[src/rtl/pulse_gen_consts.vh]
/*
 * Holds register offsets, field positions, reset values, mode codes and
 * timing figures shared by the pulse and frequency generator.
 * Assumes inclusion by bare name from files under rtl/.
 */
`ifndef PULSE_GEN_CONSTS_VH
`define PULSE_GEN_CONSTS_VH

// Register word offsets on the Avalon-MM slave (word index, not scaled by four).
`define OFS_CTRL 4'h0
`define OFS_DELAY 4'h1
`define OFS_HIGH 4'h2
`define OFS_LOW 4'h3
`define OFS_INCR 4'h4
`define OFS_FREQ 4'h5
`define OFS_STATUS 4'h6
`define OFS_ROUTE 4'h7

// Control register field positions.
`define CTRL_ARM 0
`define CTRL_MODE_LO 1
`define CTRL_MODE_HI 3
`define CTRL_SRC_FALL 4
`define CTRL_GATE_FALL 5
`define CTRL_USE_TRIG 6
`define CTRL_PAUSE_EN 7
`define CTRL_PAUSE_LVL 8
`define CTRL_TOGGLE 9
`define CTRL_INVERT 10
`define CTRL_HW_ARM_EN 11

// Frequency register field positions.
`define FREQ_DIV_LO 0
`define FREQ_DIV_HI 3
`define FREQ_SLOW 4
`define FREQ_EN 5

// Generation modes.
`define MODE_SINGLE 3'h0
`define MODE_TRIG_SINGLE 3'h1
`define MODE_RETRIG 3'h2
`define MODE_TRAIN 3'h3
`define MODE_ETS 3'h4

// Reset values.
`define CTRL_RESET 32'h00000000
`define COUNT_RESET 32'h00000001
`define FREQ_RESET 32'h00000000
`define ROUTE_RESET 32'h00000000

// Timing: the slow timebase is 100 kHz, derived from the 20 MHz clock.
`define CLK_HZ 20000000
`define SLOW_TB_HZ 100000
`define SLOW_TB_CYCLES (`CLK_HZ / `SLOW_TB_HZ)

`endif

[src/rtl/counter_pulse_gen.v]
/*
 * Counter output side (single, retriggerable, train, equivalent-time pulses)
 * plus the frequency generator, reached over an Avalon-MM slave.
 * Assumes gate, source and hardware arm inputs synchronous to clk.
 */
// Functional notes
// RQ1: Triggered mode gives exactly one pulse
// RQ2: Delay and width count source edges
// RQ3: Non-retriggerable mode ignores gate after trigger
// RQ4: Retriggerable gives pulse per accepted trigger
// RQ5: Gate ignored while retriggered pulse runs
// RQ6: Train waits programmed delay after arming
// RQ7: Separate high/low counts; source edge selectable
// RQ8: Train starts on arm or trigger
// RQ9: Gate as pause trigger halts train
// RQ10: Train frequency is source over M+N
// RQ11: Frequency generator has its own divider
// RQ12: Frequency output is timebase over 1..16; a divider of one gives timebase over 2
// RQ13: Timebase is 20 MHz/2 or 100 kHz
// RQ14: Divider one or even gives half duty
// RQ15: Odd divider low (D+1)/2, high (D-1)/2
// RQ16: Terminal drivers disabled at power-up
// RQ17: Frequency output routable to several terminals
// RQ18: Equivalent-time delay grows by increment each trigger
// RQ19: Increment programmable from 0 to 255
// RQ20: Equivalent-time repeats until disarmed
// RQ21: Gate ignored while equivalent-time pulse runs
// RQ22: Pulses drive the internal output signal
// RQ23: Terminal count asserts at count zero
// RQ24: Output pulses or toggles; polarity selectable
// RQ25: Generation starts only after arming
// RQ26: Load count, decrement on source edges
// RQ27: Settings latched at arming
`include "pulse_gen_consts.vh"
`timescale 1ns/1ps
`default_nettype none

module counter_pulse_gen #(
    parameter WIDTH = 32
) (
    input wire clk,
    input wire rst_b,
    input wire [3:0] avs_address,
    input wire avs_read,
    input wire avs_write,
    input wire [31:0] avs_writedata,
    output reg [31:0] avs_readdata,
    output wire avs_waitrequest,
    input wire source_in,
    input wire gate_in,
    input wire hw_arm_in,
    output reg internal_output,
    output reg terminal_count,
    output wire divided_frequency_output,
    output wire [7:0] terminal_out,
    output wire [7:0] terminal_oe
);

    //----------------------------------------------------------------
    // Register file
    //----------------------------------------------------------------

    reg [31:0] ctrl_reg;
    reg [WIDTH-1:0] delay_reg;
    reg [WIDTH-1:0] high_reg;
    reg [WIDTH-1:0] low_reg;
    reg [7:0] incr_reg;
    reg [5:0] freq_reg;
    reg [15:0] route_reg;
    reg ack_reg;
    reg armed_reg;
    reg [2:0] state_reg;
    reg [WIDTH-1:0] count_reg;
    wire access;

    // Each access waits one cycle, then completes in the next.
    assign access = avs_read | avs_write;
    assign avs_waitrequest = access & ~ack_reg;

    // Acknowledge toggles so back-to-back requests each wait once.
    always @(posedge clk) begin
        if (!rst_b)
            ack_reg <= 1'b0;
        else
            ack_reg <= access & ~ack_reg;
    end

    // Register writes; the arm bit is cleared by software writing zero.
    always @(posedge clk) begin
        if (!rst_b) begin
            ctrl_reg <= `CTRL_RESET;
            delay_reg <= `COUNT_RESET;
            high_reg <= `COUNT_RESET;
            low_reg <= `COUNT_RESET;
            incr_reg <= 8'h00;
            freq_reg <= 6'h00;
            route_reg <= 16'h0000; // [RQ16]
        end else if (avs_write && ack_reg) begin
            case (avs_address)
                `OFS_CTRL: ctrl_reg <= {20'h00000, avs_writedata[11:0]};
                `OFS_DELAY: delay_reg <= avs_writedata[WIDTH-1:0];
                `OFS_HIGH: high_reg <= avs_writedata[WIDTH-1:0];
                `OFS_LOW: low_reg <= avs_writedata[WIDTH-1:0];
                `OFS_INCR: incr_reg <= avs_writedata[7:0]; // [RQ19]
                `OFS_FREQ: freq_reg <= avs_writedata[5:0];
                `OFS_ROUTE: route_reg <= avs_writedata[15:0];
                default: ctrl_reg <= ctrl_reg;
            endcase
        end
    end

    // Read data is registered at the acknowledging edge; unmapped reads zero.
    always @(posedge clk) begin
        if (!rst_b) begin
            avs_readdata <= 32'h00000000;
        end else if (avs_read && !ack_reg) begin
            case (avs_address)
                `OFS_CTRL: avs_readdata <= ctrl_reg;
                `OFS_DELAY: avs_readdata <= delay_reg;
                `OFS_HIGH: avs_readdata <= high_reg;
                `OFS_LOW: avs_readdata <= low_reg;
                `OFS_INCR: avs_readdata <= {24'h000000, incr_reg};
                `OFS_FREQ: avs_readdata <= {26'h0000000, freq_reg};
                `OFS_STATUS: avs_readdata <= {count_reg[23:0], 2'b00, state_reg, terminal_count,
                    internal_output, armed_reg};
                `OFS_ROUTE: avs_readdata <= {16'h0000, route_reg};
                default: avs_readdata <= 32'h00000000;
            endcase
        end
    end

    //----------------------------------------------------------------
    // Edge detection
    //----------------------------------------------------------------

    reg src_d_reg;
    reg gate_d_reg;
    reg hw_arm_d_reg;
    wire src_edge;
    wire gate_edge;
    wire paused;

    // Previous-sample flops for edge detection on synchronous inputs.
    always @(posedge clk) begin
        if (!rst_b) begin
            src_d_reg <= 1'b0;
            gate_d_reg <= 1'b0;
            hw_arm_d_reg <= 1'b0;
        end else begin
            src_d_reg <= source_in;
            gate_d_reg <= gate_in;
            hw_arm_d_reg <= hw_arm_in;
        end
    end

    assign src_edge = ctrl_reg[`CTRL_SRC_FALL] ? (src_d_reg & ~source_in)
                                               : (~src_d_reg & source_in); // [RQ7]
    assign gate_edge = ctrl_reg[`CTRL_GATE_FALL] ? (gate_d_reg & ~gate_in) : (~gate_d_reg & gate_in);
    assign paused = ctrl_reg[`CTRL_PAUSE_EN] & ~ctrl_reg[`CTRL_USE_TRIG] &
                    (gate_in == ctrl_reg[`CTRL_PAUSE_LVL]); // [RQ9]

    //----------------------------------------------------------------
    // Generation state machine
    //----------------------------------------------------------------

    localparam ST_IDLE = 3'h0;
    localparam ST_WAIT_TRIG = 3'h1;
    localparam ST_DELAY = 3'h2;
    localparam ST_HIGH = 3'h3;
    localparam ST_LOW = 3'h4;
    localparam ST_DONE = 3'h5;

    reg [2:0] mode_reg;
    reg [WIDTH-1:0] lat_delay_reg;
    reg [WIDTH-1:0] lat_high_reg;
    reg [WIDTH-1:0] lat_low_reg;
    reg [7:0] lat_incr_reg;
    reg active_reg;
    wire arm_req;
    wire count_end;

    // Reloads a count; a programmed zero behaves as one edge.
    function [WIDTH-1:0] load_count;
        input [WIDTH-1:0] value;
        begin
            load_count = (value == {WIDTH{1'b0}}) ? {{(WIDTH-1){1'b0}}, 1'b1} : value;
        end
    endfunction

    // Arm by software; when hardware arm is enabled, also wait for a rising edge on the hardware arm input.
    assign arm_req = ctrl_reg[`CTRL_ARM] &
                     (~ctrl_reg[`CTRL_HW_ARM_EN] | (hw_arm_in & ~hw_arm_d_reg)); // [RQ25]
    assign count_end = src_edge && (count_reg == {{(WIDTH-1){1'b0}}, 1'b1});

    // Counter loads a count and decrements on active source edges.
    always @(posedge clk) begin
        if (!rst_b || !ctrl_reg[`CTRL_ARM]) begin
            state_reg <= ST_IDLE;
            armed_reg <= 1'b0;
            active_reg <= 1'b0;
            count_reg <= {WIDTH{1'b0}};
            mode_reg <= `MODE_SINGLE;
            lat_delay_reg <= {WIDTH{1'b0}};
            lat_high_reg <= {WIDTH{1'b0}};
            lat_low_reg <= {WIDTH{1'b0}};
            lat_incr_reg <= 8'h00;
        end else begin
            case (state_reg)
                ST_IDLE: begin
                    if (arm_req) begin
                        armed_reg <= 1'b1;
                        mode_reg <= ctrl_reg[`CTRL_MODE_HI:`CTRL_MODE_LO];
                        lat_delay_reg <= delay_reg; // [RQ27]
                        lat_high_reg <= high_reg;
                        lat_low_reg <= low_reg;
                        lat_incr_reg <= incr_reg;
                        count_reg <= load_count(delay_reg);
                        if (ctrl_reg[`CTRL_MODE_HI:`CTRL_MODE_LO] == `MODE_SINGLE ||
                            (ctrl_reg[`CTRL_MODE_HI:`CTRL_MODE_LO] == `MODE_TRAIN &&
                             !ctrl_reg[`CTRL_USE_TRIG]))
                            state_reg <= ST_DELAY; // [RQ8] [RQ6]
                        else
                            state_reg <= ST_WAIT_TRIG;
                    end
                end
                ST_WAIT_TRIG: begin
                    // Only the waiting state looks at the gate edge.
                    if (gate_edge) begin
                        count_reg <= load_count(lat_delay_reg); // [RQ1] [RQ4] [RQ18]
                        state_reg <= ST_DELAY;
                    end
                end
                ST_DELAY: begin
                    if (!paused && src_edge) begin
                        if (count_end) begin
                            count_reg <= load_count(lat_high_reg); // [RQ2] [RQ26]
                            state_reg <= ST_HIGH;
                        end else begin
                            count_reg <= count_reg - {{(WIDTH-1){1'b0}}, 1'b1};
                        end
                    end
                end
                ST_HIGH: begin
                    if (!paused && src_edge) begin
                        if (count_end) begin
                            if (mode_reg == `MODE_TRAIN) begin
                                count_reg <= load_count(lat_low_reg); // [RQ7] [RQ10]
                                state_reg <= ST_LOW;
                            end else if (mode_reg == `MODE_RETRIG) begin
                                state_reg <= ST_WAIT_TRIG; // [RQ5]
                            end else if (mode_reg == `MODE_ETS) begin
                                lat_delay_reg <= lat_delay_reg + {{(WIDTH-8){1'b0}}, lat_incr_reg}; // [RQ18]
                                state_reg <= ST_WAIT_TRIG; // [RQ20] [RQ21]
                            end else begin
                                state_reg <= ST_DONE; // [RQ3]
                            end
                        end else begin
                            count_reg <= count_reg - {{(WIDTH-1){1'b0}}, 1'b1};
                        end
                    end
                end
                ST_LOW: begin
                    if (!paused && src_edge) begin
                        if (count_end) begin
                            count_reg <= load_count(lat_high_reg); // [RQ10]
                            state_reg <= ST_HIGH;
                        end else begin
                            count_reg <= count_reg - {{(WIDTH-1){1'b0}}, 1'b1};
                        end
                    end
                end
                ST_DONE: begin
                    count_reg <= {WIDTH{1'b0}};
                end
                default: state_reg <= ST_IDLE;
            endcase
            active_reg <= (state_reg == ST_DELAY) || (state_reg == ST_HIGH) || (state_reg == ST_LOW);
        end
    end

    //----------------------------------------------------------------
    // Terminal count and internal output
    //----------------------------------------------------------------

    wire tc_event;
    wire level_next;

    // Terminal count fires when a phase count reaches zero.
    assign tc_event = !paused && count_end &&
                      (state_reg == ST_DELAY || state_reg == ST_HIGH || state_reg == ST_LOW); // [RQ23]
    assign level_next = (state_reg == ST_DELAY) || (state_reg == ST_LOW);

    // Output either tracks the pulse level or toggles on terminal count.
    always @(posedge clk) begin
        if (!rst_b) begin
            terminal_count <= 1'b0;
            internal_output <= 1'b0;
        end else begin
            terminal_count <= tc_event;
            if (!ctrl_reg[`CTRL_ARM])
                internal_output <= ctrl_reg[`CTRL_INVERT];
            else if (!ctrl_reg[`CTRL_TOGGLE])
                internal_output <= ctrl_reg[`CTRL_INVERT] ^
                    (tc_event ? level_next : (state_reg == ST_HIGH && !count_end) |
                     (state_reg == ST_HIGH && paused)); // [RQ22] [RQ24]
            else if (tc_event && state_reg != ST_DELAY)
                internal_output <= ~internal_output; // [RQ24]
            else if (tc_event)
                internal_output <= ~ctrl_reg[`CTRL_INVERT];
        end
    end

    //----------------------------------------------------------------
    // Frequency generator and terminal routing
    //----------------------------------------------------------------

    freq_divider u_freq (
        .clk(clk),
        .rst_b(rst_b),
        .enable(freq_reg[`FREQ_EN]),
        .slow_sel(freq_reg[`FREQ_SLOW]),
        .divider(freq_reg[`FREQ_DIV_HI:`FREQ_DIV_LO]),
        .divided_frequency_output(divided_frequency_output)
    );

    // Low byte enables each terminal; high byte picks frequency or counter output.
    assign terminal_oe = route_reg[7:0]; // [RQ16]
    assign terminal_out = (route_reg[15:8] & {8{divided_frequency_output}}) |
                          (~route_reg[15:8] & {8{internal_output}}); // [RQ17]

endmodule

`default_nettype wire

[src/rtl/freq_divider.v]
/*
 * Frequency generator: divides a selected timebase by 2 to 16; a divider of one divides by 2.
 * Assumes a single clock; timebase enables are one-cycle pulses.
 */
`include "pulse_gen_consts.vh"
`timescale 1ns/1ps
`default_nettype none

module freq_divider #(
    parameter SLOW_CYCLES = `SLOW_TB_CYCLES
) (
    input wire clk,
    input wire rst_b,
    input wire enable,
    input wire slow_sel,
    input wire [3:0] divider,
    output reg divided_frequency_output
);

    //----------------------------------------------------------------
    // Timebase enables
    //----------------------------------------------------------------

    reg half_reg;
    reg [15:0] slow_cnt_reg;
    wire tick;

    // Half-rate enable from the 20 MHz clock and a 100 kHz enable, own divider.
    always @(posedge clk) begin
        if (!rst_b) begin
            half_reg <= 1'b0;
            slow_cnt_reg <= 16'h0000;
        end else begin
            half_reg <= ~half_reg;
            if (slow_cnt_reg == SLOW_CYCLES - 1)
                slow_cnt_reg <= 16'h0000;
            else
                slow_cnt_reg <= slow_cnt_reg + 16'h0001;
        end
    end

    assign tick = slow_sel ? (slow_cnt_reg == 16'h0000) : half_reg; // [RQ13] [RQ11]

    //----------------------------------------------------------------
    // Divider
    //----------------------------------------------------------------

    reg [4:0] phase_reg;
    wire [4:0] div_n;
    wire [4:0] low_len;

    assign div_n = (divider == 4'h0) ? 5'h10 : {1'b0, divider}; // Zero code means sixteen.
    assign low_len = (div_n + 5'h01) >> 1;

    // Phase runs 0..D-1; low for the first (D+1)/2, high for the rest.
    always @(posedge clk) begin
        if (!rst_b || !enable) begin
            phase_reg <= 5'h00;
            divided_frequency_output <= 1'b0;
        end else if (tick) begin
            if (div_n == 5'h01) begin
                divided_frequency_output <= ~divided_frequency_output; // [RQ14]
            end else begin
                if (phase_reg >= div_n - 5'h01)
                    phase_reg <= 5'h00;
                else
                    phase_reg <= phase_reg + 5'h01;
                divided_frequency_output <= (phase_reg + 5'h01 >= low_len) &&
                    (phase_reg + 5'h01 < div_n); // [RQ12] [RQ14] [RQ15]
            end
        end
    end

endmodule

`default_nettype wire

[config.mk]
export PLATFORM = sky130hd
export DESIGN_NAME = counter_pulse_gen
export DESIGN_NICKNAME = d
export VERILOG_FILES = /design/src/rtl/counter_pulse_gen.v /design/src/rtl/freq_divider.v
export VERILOG_INCLUDE_DIRS = /design/src /design/src/rtl
export SDC_FILE = /design/constraint.sdc
export NUM_CORES = 1
export LEC_CHECK = 0
export ABC_AREA = 1
export BUFFER_PORTS_ARGS = -buffer_cell sky130_fd_sc_hd__buf_2
export CORE_MARGIN = 2
export CORE_UTILIZATION = 41
export CTS_BUF_LIST = sky130_fd_sc_hd__clkbuf_8
export DETAILED_ROUTE_END_ITERATION = 6
export PLACE_DENSITY = 0.6
export SKIP_LAST_GASP = 1
export SLEW_MARGIN = 10
export SYNTH_ARGS = -nofsm -noshare
export SYNTH_HDL_FRONTEND = slang
export SYNTH_SLANG_ARGS = --single-unit
[constraint.sdc]
create_clock -name clk -period 3.61 [get_ports clk]
set_input_delay 0.722 -clock clk [delete_from_list [all_inputs] [get_ports clk]]
set_output_delay 0.722 -clock clk [all_outputs]
set_load 0.02 [all_outputs]
---- After elaboration in Yosys (flattened, before gate mapping) ----
Cells that the tools add are included.
storage, ports and cells
  flip-flop bits (word level) ............. 342
  input bits .............................. 43
  output and inout port bits .............. 52
  logic and storage cells ................. 190
cells by class
  add/subtract/negate cells ............... 6
  order comparisons ....................... 3
  eq/ne operators ......................... 32
  mux-type cells .......................... 42
  bitwise operators ....................... 32
  reductions and logical operators ........ 49
operators by type and width
  kind                                                                     count
  32-bit two-way mux                                                       17
  32-bit one-hot mux with 8 select lines                                   1
  32-bit one-hot mux with 5 select lines                                   1
  32-bit zero test                                                         4
  32-bit one-hot mux with 2 select lines                                   1
  32-bit by 8-bit adder with 32-bit output                                 1
  32-bit by 1-bit equality test with 1-bit output (second input constant)  1
  32-bit by 1-bit subtractor with 32-bit output (second input constant)    1
  3-bit two-way mux                                                        9
  2-bit AND reduction                                                      9
  16-bit by 1-bit adder with 16-bit output (second input constant)         1
  8-bit AND                                                                2
  16-bit by 8-bit equality test with 1-bit output (second input constant)  1
  4-bit by 3-bit equality test with 1-bit output (second input constant)   4
  16-bit zero test                                                         1
  3-bit by 2-bit equality test with 1-bit output (second input constant)   5
  1-bit inverter                                                           15
  3-bit one-hot mux with 5 select lines                                    1
  2-bit != test (second input constant)                                    7
  7-bit AND reduction                                                      2
  1-bit logical AND                                                        11
  5-bit by 1-bit adder with 5-bit output (second input constant)           2
  5-bit two-way mux                                                        2
  1-bit AND                                                                9
  28 further kinds                                                         56

---- Depth between registers and ports, before layout ----
Gate-level depths: netlist of the first run.
  depth after elaboration ................. 11
  gate-level depth with buffers ........... 14
  depth with buffers taken out ............ 14

---- Cells and area by module ----
From an unflattened synthesis of the first run, not the netlist that was laid out.
second synthesis, totals
  cells, all modules ...................... 2511
  area total of the unflattened synthesis .. 17553.1 um^2
modules (own cells, without submodules)
  module             instances  cells an instance  area each (um^2)  seq. area each (um^2)
  counter_pulse_gen  1          2270               15851.5           6386.1
  freq_divider       1          241                1701.6            460.4

---- Worst setup path before layout of the first run ----
OpenSTA, ideal clock, no wires.
  kind .................................... register to register
  start point ............................. reg lat_delay_reg[0]
  end point ............................... reg lat_delay_reg[10]
  setup time .............................. 0.116 ns
  arrival time ............................ 2.043 ns
  data required time ...................... 3.494 ns
  path slack .............................. 1.451 ns
  cell stages (with the launch flop) ...... 12
  buffers on the path ..................... 0
  period minus slack after synthesis ...... 2.159 ns
  path through ............................ dfxtp_1 -> ha_1 -> inv_1 -> fa_1 -> o21ai_0 -> a21boi_0 -> o21ai_0 -> nand2_1 -> o22ai_1 -> nand2_1 -> nand2_1 -> a21oi_1
between the ends
  word-level cells in the longest chain between the ends .. 7
ends and longest elaborated chain
  element                                   RTL line                 source
  from (decl)                               counter_pulse_gen.v:174  reg [WIDTH-1:0] lat_delay_reg;
  from (signal assigned)                    counter_pulse_gen.v:203  lat_delay_reg <= {WIDTH{1'b0}};
  from (signal assigned)                    counter_pulse_gen.v:213  lat_delay_reg <= delay_reg;
  from (signal assigned)                    counter_pulse_gen.v:252  lat_delay_reg <= lat_delay_reg + {{(WIDTH-8){1'b0}}, lat_incr_reg};
  32-bit by 8-bit adder with 32-bit output  counter_pulse_gen.v:252
  32-bit two-way mux                        counter_pulse_gen.v:251  end else if (mode_reg == `MODE_ETS) begin
  32-bit two-way mux                        counter_pulse_gen.v:249  end else if (mode_reg == `MODE_RETRIG) begin
  32-bit two-way mux                        counter_pulse_gen.v:246  if (mode_reg == `MODE_TRAIN) begin
  32-bit two-way mux                        counter_pulse_gen.v:245  if (count_end) begin
  32-bit two-way mux                        counter_pulse_gen.v:244  if (!paused && src_edge) begin
  32-bit one-hot mux with 2 select lines    counter_pulse_gen.v:208  case (state_reg)
Every way passes these cells. The select of a mux whose other input is x is not followed.
A chain may end at the register's enable or synchronous reset.

---- Worst setup path after layout of the first run ----
  start point ............................. reg freq_reg[0]
  end point ............................... reg u_freq.phase_reg[2]
between the ends
  word-level cells in the longest chain between the ends .. 5
  elaborated cells on any way between the ends .. 8
  classes of those cells .................. 1 x add/sub; 1 x order compare; 1 x eq/ne; 2 x mux; 1 x bitwise; 2 x reduce/logical
ends and longest elaborated chain
  element                                                                                                        RTL line                              source
  from (decl)                                                                                                    counter_pulse_gen.v:68                reg [5:0] freq_reg;
  from (signal assigned)                                                                                         counter_pulse_gen.v:105               `OFS_FREQ: freq_reg <= avs_writedata[5:0];
  4-bit zero test                                                                                                freq_divider.v:52                     assign div_n = (divider == 4'h0) ? 5'h10 : {1'b0, divider};
  5-bit two-way mux *                                                                                            freq_divider.v:52
  5-bit by 1-bit subtractor with 5-bit output or 5-bit by 1-bit equality test with 1-bit output (tied branches)  freq_divider.v:64, freq_divider.v:61
  5-bit >= comparator or 1-bit inverter (tied branches)                                                          --
  5-bit two-way mux or 2-bit AND reduction (tied branches)                                                       --
  to (signal assigned)                                                                                           freq_divider.v:67                     phase_reg <= phase_reg + 5'h01;
  to (decl)                                                                                                      freq_divider.v:48                     reg [4:0] phase_reg;
Mark *: on every way between the ends. The rest lies on a longest branch, timed or not.

==> qor.csv, run 1 <==
metric;value;unit
status;finished, final reports clean;
Post-CTS Setup Inserts;0;
distinct cell type count after synthesis;54;
FF-to-FF Start;freq_reg[0]$_SDFFE_PN0P_;
top_reg_cell synth;dfxtp_1;
hold worst-path end;hw_arm_d_reg$_SDFF_PN0_;
EDFF count, synth;0;
# clock sinks;342;
DP HPWL;45500;µm
xor-xnor portion of the synthesized cell area;2.020;%
most frequent cells in the layout;nand2_1, a21oi_1, dfxtp_1;
mux cell area share after synthesis;0;%
Lkg Pwr;7.267;nW
Yosys warnings;0;
clock share of power;47.3;%
pin count of the biggest net entering global routing;125;
Internal;0.005864;W
cell count after synthesis;2492;
Final nets;2607;
power per standard cell area;402.9;nW/µm²
vias in the first global route;16420;
Compound-Gate Fraction of Synth Area;26.31;%
GP Congestion;1.018;
largest family of logic cells by synthesized area;compound AO/OA/AOI/OAI gates;
Critical Path RT;4.19;ns
Synth Area in Simple Gates;19.33;%
min Tclk post-route;2.722;ns
drt wl/cell;20.57;µm
syn_nets;2566;
DRT iter0 DRCs;2045;
cell mode on critical path;nand2_1;
hold path startpoint;hw_arm_in;
vias;17800;
die area;43970;µm²
Switching Fraction;24.67;%
Hold Vio Cnt, Final;0;
Pre-Repair DR Iteration Count;6;
Worst Skew;0.01583;ns
part of the power in registers;48.9;%
mapped cell area;17350;µm²
FMAX;367.4;MHz
Reg clk slew, reported paths;0.06;ns
worst hold path cell count;3;
actual slew at the worst max-slew pin;0.9559;ns
CP max stage delay;0.51;ns
TritonCTS clock tree;built;
Die Wd;209.7;µm
Mean Syn Cell Area;6.961;µm²
GRT Total Usage;28.56;%
total wire length;64060;µm
area of placed instances;18110;µm²
I/O Buffers;94;
Final Cycle Share;75.40;%
FFs w/ async S/R, synth;0;%
CP cell instances;inv_1 > ha_1 > nand2_1 > nand2_1 > nand3_1 > xor2_1 > ha_1 > o21ai_0 > a21boi_0 > nor3_1 > nand2_1 > a21oi_1;
clock buffer count from CTS;59;
Psw;0.001920;W
IO Count;95;
Worst setup SP type;flop;
worst reg2reg path endpoint;u_freq.phase_reg[2]$_SDFFE_PP0P_;
count of cells resized by post-cts repair;0;
share of cells above drive strength 1;9.984;%
Design Area, Final;19320;µm²
maximum clock insertion buffer count;3;
DIE HEIGHT;209.7;µm
r2r setup slk;0.89;ns
core box area;41850;µm²
critical path type;flop to flop;
flops & latches, synth;342;
max capacitance violation total;0;
Setup-failing EPs final;0;
Initial Utilization;41.45;%
peak supply drop;0.0002597;V
Worst-Skew Late Latency;0.66;ns
DR vias/cell;5.717;
combinational power share;3.7;%
FP Rows;75;
slew margin rel.;36.12;%
antenna viol nets, final;0;
area delta synth->final;11.37;%
CTS Hold Bufs;0;
Synth Area in Adders;2.279;%
most common cell after layout, fill and taps aside;nand2_1;
global-route wire length before repair;97510;µm
Arrival @ worst endpoint;3.30;ns
post-synthesis sequential area ratio;39.47;%
max-slew violation count;0;
HP Class;input pin to flop;
RSZ-0062 raised after global routing;false;
GR Overflow Total;0;
number of cells on the worst reg-to-reg path;12;
Setup TNS;0;ns
H-tree levels;2;
Root Buffer;clkbuf_8;
CP Capture Type;flop;
CP max-delay cell;nor3_1;
initial antenna violation count;1;
Max Fanout on Critical Path;6;
Remaining DRCs;0;
worst max-delay path by stage:
stage / startpoint / to / cells past startpoint
2_1_floorplan: lat_delay_reg[0]$_SDFFE_PP0P_ / lat_delay_reg[10]$_SDFFE_PP0P_ / 11
3_3_place_gp: freq_reg[0]$_SDFFE_PN0P_ / u_freq.phase_reg[1]$_SDFFE_PP0P_ / 12
3_5_place_dp: avs_address[1] / avs_readdata[0]$_SDFFE_PN0P_ / 10
4_1_cts: freq_reg[0]$_SDFFE_PN0P_ / u_freq.phase_reg[1]$_SDFFE_PP0P_ / 12
5_1_grt: freq_reg[0]$_SDFFE_PN0P_ / u_freq.phase_reg[2]$_SDFFE_PP0P_ / 12
6_report: freq_reg[0]$_SDFFE_PN0P_ / u_freq.phase_reg[2]$_SDFFE_PP0P_ / 12
cells in the mapped netlist, types with 13 or more instances:
cell type,count,area (µm²)
clkbuf_1,100,375.4
nand3_1,105,525.5
o22ai_1,80,500.5
a21oi_1,366,1832
nand4_1,42,262.8
nand2_1,371,1393
o21ai_1,24,120.1
nor3_1,33,165.2
o21ai_0,314,1572
buf_4,17,127.6
ha_1,30,375.4
o211ai_1,16,120.1
buf_2,13,65.06
dfxtp_1,342,6847
inv_1,305,1145
xor2_1,30,262.8
nor2_1,165,619.3
worst max-delay path: cells and delay by family (launching register included):
| kind | cells | cell delay, ns |
|---|---|---|
| adder cells (fa/ha/maj) | 2 | 0.53 |
| AO/OA/AOI/OAI | 3 | 0.31 |
| AND/OR/NAND/NOR | 5 | 0.98 |
| buffers and inverters | 1 | 0.20 |
| flip-flops | 1 | 0.43 |
| XOR/XNOR | 1 | 0.21 |
metal layers:
metal	track usage (%)	vias up	share of wire [%]	wire length, µm
met5	0.7786	-	0.064	41
met3	5.925	111	9.3	5948
li1	-	8500	-	-
met2	42.93	747	43	27470
met1	41.14	8442	45	29000
met4	8.193	2	2.5	1604
per-stage QoR:
stage | instances | utilization, % | total power [W] | hold WS (ns) | setup WS, ns
2_1_floorplan | 2492 | - | 0.004042 | 0.3929 | 1.451
4_1_cts | 3113 | 46.15 | 0.007834 | 0.2216 | 0.9340
3_5_place_dp | 3011 | 43.27 | 0.004175 | 0.4074 | 0.8656
5_1_grt | 3114 | 46.16 | 0.008020 | 0.2590 | 0.6352
3_3_place_gp | 3011 | 43.27 | 0.004173 | 0.4036 | 0.9805
6_report | 3114 | 46.16 | 0.007784 | 0.2635 | 0.8882
power by group through the flow:
stage	clock, W	combinational [W]	sequential, W
final	0.00368	0.000291	0.00381
after global routing	0.00390	0.000314	0.00381
after CTS	0.00374	0.000285	0.00381
after detailed placement	0	0.000284	0.00389
after global placement	0	0.000282	0.00389
after floorplan	0	0.000154	0.00389
cells by family (layout without fill, tap and decap cells):
| group | count (synthesis) | in the layout |
|---|---|---|
| buffers and inverters | 459 | 541 |
| other | 1 | 2 |
| and+or+nand+nor | 766 | 766 |
| DFF | 342 | 342 |
| xor gates and xnor gates | 40 | 40 |
| adders and majority gates | 31 | 31 |
| AOI/OAI and AO/OA | 853 | 853 |
final cells by class:
| type | count | area [µm²] |
|---|---|---|
| Antenna cell | 1 | 2.502 |
| Clock buffer | 75 | 1032 |
| Clock inverter | 27 | 175.2 |
| Fill cell | 4374 | 22530 |
| Inverter | 315 | 1182 |
| Multi-Input combinational cell | 1691 | 8682 |
| Sequential cell | 342 | 6847 |
| Tap cell | 539 | 674.4 |
| Timing Repair Buffer | 124 | 723.2 |
Power figures use the tool's default switching activity.
==> run 2, diff against run 1 <==
==> constraint.sdc (replaced) <==
create_clock -name clk -period 2.7 [get_ports clk]
set_input_delay 0.54 -clock clk [delete_from_list [all_inputs] [get_ports clk]]
set_output_delay 0.54 -clock clk [all_outputs]
set_load 0.02 [all_outputs]
==> qor.csv, run 2 (synthesis results as in run 1) <==
metric;value;unit;change
initial antenna violation count;1;;unchanged
peak supply drop;0.0003987;V;+54%
r2r setup slk;0.17;ns;-0.72 ns
worst reg2reg path endpoint;lat_delay_reg[26]$_SDFFE_PP0P_;;
Post-Layout Cell Count;3145;;+1.0%
total wire length;63580;µm;-0.74%
IO Count;95;;unchanged
DRT iter0 DRCs;1632;;-20%
min Tclk post-route;2.532;ns;-0.1901 ns
Pre-Repair DR Iteration Count;7;;+1
count of cells resized by post-cts repair;0;;unchanged
Worst-Skew Late Latency;0.68;ns;+0.02 ns
CP Capture Type;flop;;
power per standard cell area;541.2;nW/µm²;+34%
Setup TNS;0;ns;unchanged
Remaining DRCs;1;;+1
GR Overflow Total;0;;unchanged
Setup WS pre-CTS;0.09744;ns;-0.7682 ns
Final nets;2629;;+0.84%
Worst setup SP type;flop;;
hold path startpoint;source_in;;
Cells after DPL;3033;;+0.73%
global-route wire length before repair;97280;µm;-0.24%
RSZ-0062 raised after global routing;false;;
hold worst-path end;src_d_reg$_SDFF_PN0_;;
DIE HEIGHT;209.7;µm;unchanged
H-tree levels;2;;unchanged
Max Fanout on Critical Path;4;;-2
Die Wd;209.7;µm;unchanged
area delta synth->final;13.12;%;
GRT Total Usage;28.55;%;about the same
antenna viol nets, final;0;;unchanged
final worst setup slack;0.1683;ns;-0.7199 ns
most frequent cells in the layout;nand2_1, a21oi_1, dfxtp_1;;
Arrival @ worst endpoint;3.04;ns;-0.26 ns
max-slew violation count;0;;unchanged
actual slew at the worst max-slew pin;0.9182;ns;-0.03778 ns
core box area;41850;µm²;unchanged
GP Congestion;0.9827;;-3.5%
clock buffer count from CTS;59;;unchanged
die area;43970;µm²;unchanged
maximum clock insertion buffer count;3;;unchanged
vias;17740;;-0.38%
Hold Vio Cnt, Final;0;;unchanged
Worst Skew;0.03397;ns;+0.01814 ns
Final Cycle Share;93.77;%;+18 points
# clock sinks;342;;unchanged
slew margin rel.;38.79;%;+2.7 points
Reg clk slew, reported paths;0.06;ns;about the same
max capacitance violation total;0;;unchanged
drt wl/cell;20.22;µm;-1.7%
FF-to-FF Start;lat_delay_reg[0]$_SDFFE_PP0P_;;
CTS Hold Bufs;0;;unchanged
violated checks;DRC;;
pin count of the biggest net entering global routing;125;;unchanged
post-layout util;46.88;%;+0.73 points
worst hold path cell count;3;;unchanged
Critical Path RT;3.21;ns;-0.98 ns
TritonCTS clock tree;built;;
number of cells on the worst reg-to-reg path;11;;-1
vias in the first global route;16460;;+0.22%
HP Class;input pin to flop;;
I/O Buffers;94;;unchanged
Root Buffer;clkbuf_8;;
status;finished, violations left;;
most common cell after layout, fill and taps aside;nand2_1;;
Hold Slack;0.1011;ns;-0.1624 ns
critical path type;flop to flop;;
DP HPWL;46080;µm;+1.3%
DR vias/cell;5.639;;-1.4%
Post-CTS Setup Inserts;0;;unchanged
share of cells above drive strength 1;11.09;%;+1.1 points
Initial Utilization;41.45;%;unchanged
Lkg Pwr;7.448;nW;+2.5%
Setup-failing EPs final;0;;unchanged
FP Rows;75;;unchanged
FMAX;395.0;MHz;+7.5%
==> run 2: cell types whose count changed in the layout (fill, tap and decap cells not counted), moves of 2 or more <==
cell / delta
clkinv_2: +2
buf_12: +3
buf_4: +19
clkbuf_8: +8
==> run 2: worst max-delay path by stage <==
stage | startpoint | end | slack, ns | cells past startpoint
floorplan | lat_delay_reg[0]$_SDFFE_PP0P_ | lat_delay_reg[10]$_SDFFE_PP0P_ | 0.54 | 11
global placement | avs_address[3] | avs_readdata[3]$_SDFFE_PN0P_ | 0.16 | 8
detailed placement | lat_delay_reg[0]$_SDFFE_PP0P_ | lat_delay_reg[26]$_SDFFE_PP0P_ | 0.1 | 11
CTS | lat_delay_reg[0]$_SDFFE_PP0P_ | lat_delay_reg[26]$_SDFFE_PP0P_ | 0.07 | 11
global route | lat_delay_reg[0]$_SDFFE_PP0P_ | lat_delay_reg[10]$_SDFFE_PP0P_ | 0.03 | 11
finish | lat_delay_reg[0]$_SDFFE_PP0P_ | lat_delay_reg[26]$_SDFFE_PP0P_ | 0.17 | 11
==> run 2: power breakdown <==
group | switching (W) | leakage [nW] | total (W) | internal, W
Sequential | 0.0000175 | 2.76 | 0.00509 | 0.00507
Clock | 0.00231 | 0.742 | 0.00514 | 0.00283
Combinational | 0.000289 | 3.95 | 0.000387 | 0.0000982
==> run 2: layout make-up <==
class,instances,area [µm²]
antenna,1,2.502
clock buffer,83,1142
multi-input combinational,1691,8687
fill,4322,22230
clock inverter,28,161.4
tap,539,674.4
sequential,342,6847
timing repair buffer,146,925.9
inverter,315,1182
==> run 2: critical path, cell delays in order (launching register included) <==
cell and delay, ns:
dfxtp_1 0.35, ha_1 0.18, inv_1 0.06, fa_1 0.41, o21ai_1 0.32, a21boi_0 0.21, o21ai_0 0.44, nand3_1 0.14
nand2_1 0.08, nand3_1 0.06, nand2_1 0.08, a21oi_1 0.06
==> run 2: layer usage <==
layer | GRT usage (%) | wire [µm] | up-vias
met5 | 0 | 0 | -
met3 | 6.300 | 5895 | 108
li1 | - | - | 8553
met1 | 40.64 | 28780 | 8369
met2 | 42.99 | 27140 | 705
met4 | 8.804 | 1767 | 0
==> run 2: per-stage QoR <==
stage / area, µm² / total power (W)
detailed placement: 18310 / 0.005581
global route: 19620 / 0.01094
global placement: 18310 / 0.005574
finish: 19620 / 0.01062
floorplan: 17350 / 0.005404
CTS: 19620 / 0.01068
